<file path="src/verilog/uip_pkg.sv">
// Register map, field positions, codes and state record of the interrupt and format block.
package uip_pkg;

    // Register byte offsets on the AXI4-Lite bus.
    localparam logic [7:0] OFS_INT_SOURCE    = 8'h00;
    localparam logic [7:0] OFS_LINE_FORMAT   = 8'h04;
    localparam logic [7:0] OFS_FEATURE       = 8'h08;
    localparam logic [7:0] OFS_EVENT_STATUS  = 8'h0C;
    localparam logic [7:0] OFS_EVENT_MASK    = 8'h10;

    // Interrupt source codes for bits five down to zero.
    localparam logic [5:0] CODE_LINE_STATUS  = 6'h06;
    localparam logic [5:0] CODE_RX_DATA      = 6'h04;
    localparam logic [5:0] CODE_RX_TIMEOUT   = 6'h0C;
    localparam logic [5:0] CODE_THR_EMPTY    = 6'h02;
    localparam logic [5:0] CODE_MODEM        = 6'h00;
    localparam logic [5:0] CODE_XOFF_SPECIAL = 6'h10;
    localparam logic [5:0] CODE_FLOW_CHANGE  = 6'h20;
    localparam logic [5:0] CODE_NONE         = 6'h01;

    // Field positions in the line format control register.
    localparam int LF_DIVISOR_BIT = 7;
    localparam int LF_BREAK_BIT   = 6;
    localparam int LF_STICK_BIT   = 5;
    localparam int LF_EVEN_BIT    = 4;
    localparam int LF_PARITY_BIT  = 3;
    localparam int LF_STOP_BIT    = 2;

    // Field positions in the feature control register.
    localparam int FT_FIFO_BIT     = 0;
    localparam int FT_ENHANCED_BIT = 4;

    // Reset values.
    localparam logic [7:0] LINE_FORMAT_RESET = 8'h00;
    localparam logic [7:0] FEATURE_RESET     = 8'h00;
    localparam logic [6:0] EVENT_RESET       = 7'h00;

    // Stop length in half bit times.
    localparam logic [2:0] STOP_HALVES_ONE       = 3'h2;
    localparam logic [2:0] STOP_HALVES_ONE_HALF  = 3'h3;
    localparam logic [2:0] STOP_HALVES_TWO       = 3'h4;

    // AXI responses.
    localparam logic [1:0] RESP_OKAY   = 2'h0;
    localparam logic [1:0] RESP_SLVERR = 2'h2;

    // Bus channel states.
    typedef enum logic [0:0] {
        CH_IDLE = 1'b0,
        CH_RESP = 1'b1
    } uip_chan_type;

    // Pending interrupt sources from the rest of the channel.
    typedef struct packed {
        logic line_status;
        logic rx_data;
        logic rx_timeout;
        logic thr_empty;
        logic modem;
        logic xoff_detect;
        logic xon_detect;
        logic flow_change;
    } uip_sources_type;

    // Line format as decoded for transmitter and receiver.
    typedef struct packed {
        logic [3:0] word_bits;
        logic [2:0] stop_halves;
        logic       parity_on;
        logic       parity_odd;
        logic       parity_forced;
        logic       parity_level;
        logic       divisor_access;
    } uip_format_type;

    // Complete state of the block.
    typedef struct packed {
        uip_chan_type   wr_state;
        logic           awready;
        logic           wready;
        logic           aw_got;
        logic [7:0]     awaddr;
        logic           w_got;
        logic [7:0]     wdata;
        logic           wstrb0;
        logic           bvalid;
        logic [1:0]     bresp;
        uip_chan_type   rd_state;
        logic           arready;
        logic           rvalid;
        logic [31:0]    rdata;
        logic [1:0]     rresp;
        logic [7:0]     line_format;
        logic [7:0]     feature;
        logic           xoff_hold;
        logic [6:0]     ev_status;
        logic [6:0]     ev_mask;
        logic           irq;
        logic           tx_line;
        uip_format_type format;
    } uip_state_type;

endpackage

</file>
<file path="src/verilog/uip_top.sv">
// Interrupt priority, line format control and AXI4-Lite register slave for one UART channel.
`timescale 1ns/1ns
`default_nettype none
// What this block does
// RULE1 - Status read returns highest pending code.
// RULE2 - Lower levels hidden until higher one serviced.
// RULE3 - Line status is level one, code 000110.
// RULE4 - Level two: data 000100, timeout 001100.
// RULE5 - Transmit holding empty level three, 000010.
// RULE6 - Modem status level four, code 000000.
// RULE7 - CTS/RTS change level six, code 100000.
// RULE8 - Bit zero low when pending, reset high.
// RULE9 - Bits seven, six follow FIFO enable.
// RULE10 - Bits five, four need enhanced bit four.
// RULE11 - Xoff sets bit four until Xon.
// RULE12 - Format bit seven selects divisor access.
// RULE13 - Format bit six forces transmit low.
// RULE14 - Bits five to three select parity.
// RULE15 - Bit two picks one, 1.5, two stops.
// RULE16 - Bits one, zero pick 5 to 8.
// RULE17 - Pattern 001 odd, 101 forced one.
// RULE18 - Line format clears to zero on reset.
module uip_top (
    input  wire logic                    aclk,
    input  wire logic                    aresetn,
    input  wire logic [7:0]              s_axi_awaddr,
    input  wire logic                    s_axi_awvalid,
    output logic                         s_axi_awready,
    input  wire logic [31:0]             s_axi_wdata,
    input  wire logic [3:0]              s_axi_wstrb,
    input  wire logic                    s_axi_wvalid,
    output logic                         s_axi_wready,
    output logic [1:0]                   s_axi_bresp,
    output logic                         s_axi_bvalid,
    input  wire logic                    s_axi_bready,
    input  wire logic [7:0]              s_axi_araddr,
    input  wire logic                    s_axi_arvalid,
    output logic                         s_axi_arready,
    output logic [31:0]                  s_axi_rdata,
    output logic [1:0]                   s_axi_rresp,
    output logic                         s_axi_rvalid,
    input  wire logic                    s_axi_rready,
    input  wire uip_pkg::uip_sources_type sources,
    input  wire logic                    tx_serial,
    output logic                         tx_line,
    output uip_pkg::uip_format_type      format,
    output logic                         irq
);

    // Registered state and its next value.
    uip_pkg::uip_state_type st_reg;
    uip_pkg::uip_state_type st_next;

    // Current priority code for bits five down to zero.
    logic [5:0] code;
    // Full status byte as it would read now.
    logic [7:0] isr_value;
    // Enhanced features enabled.
    logic       enhanced;
    // Events raised this cycle, one per status bit.
    logic [6:0] ev_raise;
    // Write and read handshake conditions.
    logic       do_write;
    logic       do_read;

    // Priority encoder: the first pending level wins and hides all below it.
    always_comb begin
        enhanced = st_reg.feature[uip_pkg::FT_ENHANCED_BIT];
        if (sources.line_status) begin
            code = uip_pkg::CODE_LINE_STATUS; // RULE3 RULE2
        end else if (sources.rx_timeout) begin
            code = uip_pkg::CODE_RX_TIMEOUT; // RULE4
        end else if (sources.rx_data) begin
            code = uip_pkg::CODE_RX_DATA; // RULE4
        end else if (sources.thr_empty) begin
            code = uip_pkg::CODE_THR_EMPTY; // RULE5
        end else if (sources.modem) begin
            code = uip_pkg::CODE_MODEM; // RULE6
        end else if (enhanced && st_reg.xoff_hold) begin
            code = uip_pkg::CODE_XOFF_SPECIAL; // RULE10 RULE11
        end else if (enhanced && sources.flow_change) begin
            code = uip_pkg::CODE_FLOW_CHANGE; // RULE7 RULE10
        end else begin
            code = uip_pkg::CODE_NONE; // RULE8
        end
        // Both top bits mirror the FIFO enable.
        isr_value = {{2{st_reg.feature[uip_pkg::FT_FIFO_BIT]}}, code}; // RULE9 RULE1
    end

    // Events feeding the sticky status: each pending level sets its bit, the Xoff hold and flow change bits only when enhanced.
    always_comb begin
        ev_raise = {sources.flow_change & enhanced,
                    st_reg.xoff_hold & enhanced,
                    sources.modem,
                    sources.thr_empty,
                    sources.rx_timeout,
                    sources.rx_data,
                    sources.line_status};
    end

    // Next-state logic for bus, registers and outputs.
    always_comb begin
        st_next  = st_reg;
        do_write = 1'b0;
        do_read  = 1'b0;

        // Capture write address when offered.
        if (st_reg.awready && s_axi_awvalid) begin
            st_next.aw_got = 1'b1;
            st_next.awaddr = s_axi_awaddr;
        end
        // Capture write data when offered, in either order.
        if (st_reg.wready && s_axi_wvalid) begin
            st_next.w_got  = 1'b1;
            st_next.wdata  = s_axi_wdata[7:0];
            st_next.wstrb0 = s_axi_wstrb[0];
        end

        // Write channel machine.
        case (st_reg.wr_state)
            uip_pkg::CH_IDLE: begin
                // Both halves present: perform the write and answer.
                if (st_reg.aw_got && st_reg.w_got) begin
                    do_write        = 1'b1;
                    st_next.aw_got  = 1'b0;
                    st_next.w_got   = 1'b0;
                    st_next.bvalid  = 1'b1;
                    st_next.wr_state = uip_pkg::CH_RESP;
                end
            end
            uip_pkg::CH_RESP: begin
                // Hold the response until the master accepts it.
                if (s_axi_bready) begin
                    st_next.bvalid   = 1'b0;
                    st_next.wr_state = uip_pkg::CH_IDLE;
                end
            end
            default: begin
                st_next.wr_state = uip_pkg::CH_IDLE;
            end
        endcase
        st_next.awready = ~st_next.aw_got & (st_next.wr_state == uip_pkg::CH_IDLE) & ~do_write;
        st_next.wready  = ~st_next.w_got & (st_next.wr_state == uip_pkg::CH_IDLE) & ~do_write;

        // Sticky events: a hardware set wins over a software clear.
        st_next.ev_status = st_reg.ev_status | ev_raise;

        // Register writes; only the low byte lane carries data.
        if (do_write) begin
            st_next.bresp = uip_pkg::RESP_OKAY;
            case (st_reg.awaddr)
                uip_pkg::OFS_INT_SOURCE: begin
                    // Read-only status; writes are ignored.
                end
                uip_pkg::OFS_LINE_FORMAT: begin
                    if (st_reg.wstrb0) begin
                        st_next.line_format = st_reg.wdata;
                    end
                end
                uip_pkg::OFS_FEATURE: begin
                    if (st_reg.wstrb0) begin
                        st_next.feature = st_reg.wdata;
                    end
                end
                uip_pkg::OFS_EVENT_STATUS: begin
                    // Write one to clear, then re-apply this cycle's events.
                    if (st_reg.wstrb0) begin
                        st_next.ev_status = (st_reg.ev_status & ~st_reg.wdata[6:0]) | ev_raise;
                    end
                end
                uip_pkg::OFS_EVENT_MASK: begin
                    if (st_reg.wstrb0) begin
                        st_next.ev_mask = st_reg.wdata[6:0];
                    end
                end
                default: begin
                    st_next.bresp = uip_pkg::RESP_SLVERR;
                end
            endcase
        end

        // Read channel machine.
        case (st_reg.rd_state)
            uip_pkg::CH_IDLE: begin
                if (st_reg.arready && s_axi_arvalid) begin
                    do_read          = 1'b1;
                    st_next.arready  = 1'b0;
                    st_next.rvalid   = 1'b1;
                    st_next.rresp    = uip_pkg::RESP_OKAY;
                    st_next.rd_state = uip_pkg::CH_RESP;
                end
            end
            uip_pkg::CH_RESP: begin
                if (s_axi_rready) begin
                    st_next.rvalid   = 1'b0;
                    st_next.arready  = 1'b1;
                    st_next.rd_state = uip_pkg::CH_IDLE;
                end
            end
            default: begin
                st_next.rd_state = uip_pkg::CH_IDLE;
            end
        endcase

        // Read data: the status byte is snapshotted at the moment of the read.
        if (do_read) begin
            case (s_axi_araddr)
                uip_pkg::OFS_INT_SOURCE: begin
                    st_next.rdata = {24'h000000, isr_value}; // RULE1 RULE2
                end
                uip_pkg::OFS_LINE_FORMAT: begin
                    st_next.rdata = {24'h000000, st_reg.line_format};
                end
                uip_pkg::OFS_FEATURE: begin
                    st_next.rdata = {24'h000000, st_reg.feature};
                end
                uip_pkg::OFS_EVENT_STATUS: begin
                    st_next.rdata = {25'h0000000, st_reg.ev_status};
                end
                uip_pkg::OFS_EVENT_MASK: begin
                    st_next.rdata = {25'h0000000, st_reg.ev_mask};
                end
                default: begin
                    st_next.rdata = 32'h00000000;
                    st_next.rresp = uip_pkg::RESP_SLVERR;
                end
            endcase
        end

        // Xoff or special character sets the hold; only Xon releases it, set wins.
        if (sources.xoff_detect) begin
            st_next.xoff_hold = 1'b1; // RULE11
        end else if (sources.xon_detect) begin
            st_next.xoff_hold = 1'b0; // RULE11
        end

        // Interrupt line is high while an unmasked sticky bit is set.
        st_next.irq = |(st_next.ev_status & st_next.ev_mask);

        // Break forces the line low; otherwise the transmitter drives it.
        st_next.tx_line = st_next.line_format[uip_pkg::LF_BREAK_BIT] ? 1'b0 : tx_serial; // RULE13

        // Word length from the two low bits.
        st_next.format.word_bits = 4'h5 + {2'b00, st_next.line_format[1:0]}; // RULE16

        // Stop length depends on word length when the stop bit is set.
        if (!st_next.line_format[uip_pkg::LF_STOP_BIT]) begin
            st_next.format.stop_halves = uip_pkg::STOP_HALVES_ONE; // RULE15
        end else if (st_next.line_format[1:0] == 2'h0) begin
            st_next.format.stop_halves = uip_pkg::STOP_HALVES_ONE_HALF; // RULE15
        end else begin
            st_next.format.stop_halves = uip_pkg::STOP_HALVES_TWO; // RULE15
        end

        // Parity: 001 odd, 011 even, 101 forced one, 111 forced zero.
        st_next.format.parity_on     = st_next.line_format[uip_pkg::LF_PARITY_BIT]; // RULE14
        st_next.format.parity_odd    = ~st_next.line_format[uip_pkg::LF_EVEN_BIT]; // RULE14 RULE17
        st_next.format.parity_forced = st_next.line_format[uip_pkg::LF_STICK_BIT]; // RULE17
        st_next.format.parity_level  = ~st_next.line_format[uip_pkg::LF_EVEN_BIT]; // RULE14 RULE17

        // Divisor register access select.
        st_next.format.divisor_access = st_next.line_format[uip_pkg::LF_DIVISOR_BIT]; // RULE12
    end

    // State register with synchronous active-low reset.
    always_ff @(posedge aclk) begin
        if (!aresetn) begin
            // Clearing the record also leaves both channel machines idle.
            st_reg <= '0;
            st_reg.awready <= 1'b1;
            st_reg.wready <= 1'b1;
            st_reg.arready <= 1'b1;
            st_reg.line_format <= uip_pkg::LINE_FORMAT_RESET; // RULE18
            st_reg.feature <= uip_pkg::FEATURE_RESET;
            st_reg.ev_status <= uip_pkg::EVENT_RESET;
            st_reg.ev_mask <= uip_pkg::EVENT_RESET;
            st_reg.tx_line <= 1'b1;
            st_reg.format.word_bits <= 4'h5;
            st_reg.format.stop_halves <= uip_pkg::STOP_HALVES_ONE;
            st_reg.format.parity_odd <= 1'b1;
            st_reg.format.parity_level <= 1'b1;
        end else begin
            st_reg <= st_next;
        end
    end

    // Outputs straight from the state flip-flops.
    assign s_axi_awready = st_reg.awready;
    assign s_axi_wready  = st_reg.wready;
    assign s_axi_bvalid  = st_reg.bvalid;
    assign s_axi_bresp   = st_reg.bresp;
    assign s_axi_arready = st_reg.arready;
    assign s_axi_rvalid  = st_reg.rvalid;
    assign s_axi_rdata   = st_reg.rdata;
    assign s_axi_rresp   = st_reg.rresp;
    assign tx_line       = st_reg.tx_line;
    assign format        = st_reg.format;
    assign irq           = st_reg.irq;

endmodule
`default_nettype wire

</file>
<file path="config.mk">
export PLATFORM = sky130hd
export DESIGN_NAME = uip_top
export DESIGN_NICKNAME = d
export VERILOG_FILES = /design/src/verilog/uip_pkg.sv /design/src/verilog/uip_top.sv
export SDC_FILE = /design/constraint.sdc
export NUM_CORES = 1
export LEC_CHECK = 0
export ABC_AREA = 1
export ABC_CLOCK_PERIOD_IN_PS = 2250
export BUFFER_PORTS_ARGS = -buffer_cell sky130_fd_sc_hd__clkbuf_2
export CORE_ASPECT_RATIO = 0.7
export CORE_UTILIZATION = 50
export DETAILED_ROUTE_END_ITERATION = 10
export PLACE_DENSITY_LB_ADDON = 0.15
export SLEW_MARGIN = 20
export SYNTH_ARGS = -nofsm -noshare
export SYNTH_HDL_FRONTEND = slang
export SYNTH_SLANG_ARGS = --single-unit
</file>
<file path="constraint.sdc">
create_clock -name aclk -period 2.25 [get_ports aclk]
set_clock_uncertainty 0.05 [all_clocks]
set_input_delay 0 -clock aclk [delete_from_list [all_inputs] [get_ports aclk]]
set_output_delay 0 -clock aclk [all_outputs]
set_load 0.01 [all_outputs]
</file>
==> flow_metrics.py <==
metrics = {
    "setup_path": {
        "r2r-end": "format[9]",
        "r2r_cells": 9,
        "cp-end-kind": "register",
        "crit_end": "format[9]",
        "path_class": "register to register",
        "arrival_ps": 2220,
        "reg2reg_from": "st_reg[102]",
        "crit_path_start": "st_reg[102]",
        "critPathSlowestCell": "dfxtp_1",
        "cp_common_cell": "inv_1",
        "slowest_delay_ps": 310,
        "required_ps": 2450,
        "critPathLaunchType": "register",
        "cp_cell_sequence": "nor2_1 > nand2_2 > nor4_4 > inv_1 > o22ai_1 > inv_1 > ha_1 > nand2_1 > inv_1",
        "r2r_slack_ps": 240,
        "cp_max_fo": 5,
    },
    "cts": {
        "clkSinkCount": 78,
        "cts_buffers": 9,
        "cts_resized": 0,
        "clk_path_buf_depth": 2,
        "htree_levels": 3,
        "cts-root-buf": "clkbuf_8",
        "clkSlewWorstSetupHoldPaths_ps": 80,
        "clkLatencyLatePin_ps": 350,
        "cts_tree": "yes",
        "post_cts_buffers": 0,
    },
    "floorplanning": {
        "die-width_um": 105,
        "die_area_um2": 7750,
        "coreArea_um2": 6940,
        "fp-row-count": 25,
        "die_h_um": 74.0,
        "ioPinCount": 123,
        "start_util": 0.533,
    },
    "power_and_ir_drop": {
        "total_power_uw": 2890,
        "peakVddDrop_mv": 0.348,
        "p_per_area_nw_per_um2": 662,
        "leakage_uw": 0.00207,
    },
    "cells_and_area": {
        "ff_latch_area_um2": 1560,
        "final_common_cell": "dfxtp_1",
        "fin_cells": 686,
        "antenna_cells": 0,
        "multi_input_area_um2": 1540,
        "nets": 658,
        "area_growth_syn_to_layout_pct": 17.8,
        "fill_cells": 666,
        "final_cell_mix": "78 x dfxtp_1, 75 x nand2_1, 70 x inv_1, 70 x clkbuf_2, 66 x nor2_1",
        "drive_gt1_frac": 0.184,
        "fin_area_um2": 4360,
        "largest_reg_flops": 50,
    },
    "synth": {
        "ys_ff_latch": 78,
        "yosysUniqueCellTypes": 32,
        "synthCells": 508,
        "synth_top_cell_area_share": 0.422,
        "netlist_top_cells_area": "dfxtp_1 42%, buf_4 9.7%, nand2_1 7.6%, inv_1 7.1%, nor2_1 6.7%",
        "async_reset_ff_frac": 0,
        "synth_top_area_cell": "dfxtp_1",
        "synth_seq_area_share": 0.422,
        "ys_warn_count": 0,
        "avgSynthCellArea_um2": 7.28,
        "netlist_area_um2": 3700,
        "synth-main-ff-cell": "dfxtp_1",
        "synth_edf_count": 0,
    },
    "sta": {
        "grt_setup_unrepaired": "no",
        "hold_viol": 0,
        "fin_hold_ws_ps": 103,
        "setup_violations": 0,
        "report.final.slew_viol_count": 0,
        "fmax_ghz": 0.496,
        "worst_pin_slew_ps": 800,
        "tns_ps": 0,
        "finalCritPeriodShare": 0.896,
        "slew_headroom": 0.466,
        "layout_min_cycle_time_ps": 2010,
    },
    "detailed_routing": {
        "drtIter0Drc": 245,
        "dr.pass1.iters": 5,
        "vias_per_cell": 4.92,
        "num_vias": 3373,
        "wl_um": 9080,
        "ant_nets": 0,
        "drc": 0,
        "detail_route.wl_per_cell_um": 13.2,
    },
    "global_route": {
        "grt_max_degree": 39,
        "grt_pass1_wl_um": 14300,
        "antenna_found_initial": 0,
        "grt_pass1_vias": 2907,
        "grt_overflow": 0,
        "grt_usage": 0.241,
    },
    "status": {
        "status": "completed",
    },
    "hold_path": {
        "hold_path_class": "input pin to register",
    },
    "placed_design": {
        "gp_congestion": 0.902,
        "post_dp_cell_area_um2": 3890,
        "dp_cells": 642,
        "port-buffer-count": 70,
        "dp_hpwl_um": 6490,
    },
    "run": {
        "cap_violations": 0,
    },
}
cell usage after synthesis, types with 2 or more instances:
library cell	n
a211oi_1	4
a21oi_1	49
a31oi_1	3
buf_2	2
buf_4	48
clkbuf_1	8
clkinv_1	2
dfxtp_1	78
ha_1	2
inv_1	70
inv_2	4
nand2_1	75
nand2_2	3
nand3_1	20
nand4_1	2
nor2_1	66
nor2_2	2
nor2_4	5
nor3_1	7
o21ai_0	38
o21ai_1	2
o22ai_1	7
o31ai_1	2
power by group:
part	switching (uW)	total [uW]	internal, uW
Combinational	239	386	147
Sequential	46.2	1490	1450
Clock	500	1010	506
Total	785	2890	2100
critical path, delay by kind of cell, from the launching register on:
kind | cells | cell delay [ps]
AO/OA/AOI/OAI | 1 | 300
adder cells (fa/ha/maj) | 1 | 270
flip-flops | 1 | 310
buffers and inverters | 3 | 340
AND/OR/NAND/NOR | 4 | 650
cells by family after synthesis:
group | after synthesis | synth area share
AOI/OAI and AO/OA | 109 | 0.161
adders and majority gates | 2 | 0.00676
buffers and inverters | 134 | 0.185
DFF | 78 | 0.422
other | 1 | 0.00101
and+or+nand+nor | 184 | 0.224
per-layer routing:
| metal | routed length [um] | vias up | track usage |
|---|---|---|---|
| li1 | - | 1709 | - |
| met1 | 4350 | 1514 | 0.342 |
| met2 | 3930 | 138 | 0.375 |
| met3 | 692 | 12 | 0.0508 |
| met4 | 101 | 0 | 0.0657 |
| met5 | 0 | - | 0 |
metrics by stage:
step,setup slack (ps),utilization
after floorplan,549,-
after CTS,240,0.627
after detailed placement,248,0.560
after global placement,338,0.560
final,235,0.627
after global routing,70.8,0.627
cell type report:
cell class / count / share of cell area
flip-flops and latches: 78 / 0.358
repair buffers: 103 / 0.154
clock buffers: 11 / 0.0302
clock inverters: 4 / 0.0112
well taps: 94 / 0.0270
multi-input cells: 320 / 0.354
inverters: 76 / 0.0655
worst min path at each step:
stage | start | to | slack (ps) | cells after the start
final | aresetn | format[10] | 100 | 3
after global routing | aresetn | format[10] | 150 | 3
after CTS | aresetn | format[10] | 90 | 3
after detailed placement | s_axi_bready | s_axi_bvalid | 160 | 2
after global placement | s_axi_bready | s_axi_bvalid | 160 | 2
after floorplan | s_axi_bready | s_axi_bvalid | 50 | 1
what timing repair did:
item	in CTS	in global routing
setup endpoints to repair	0	0
endpoints found under the hold margin	31	0
hold buffers	29	0
(Power assumes the default switching activity.)
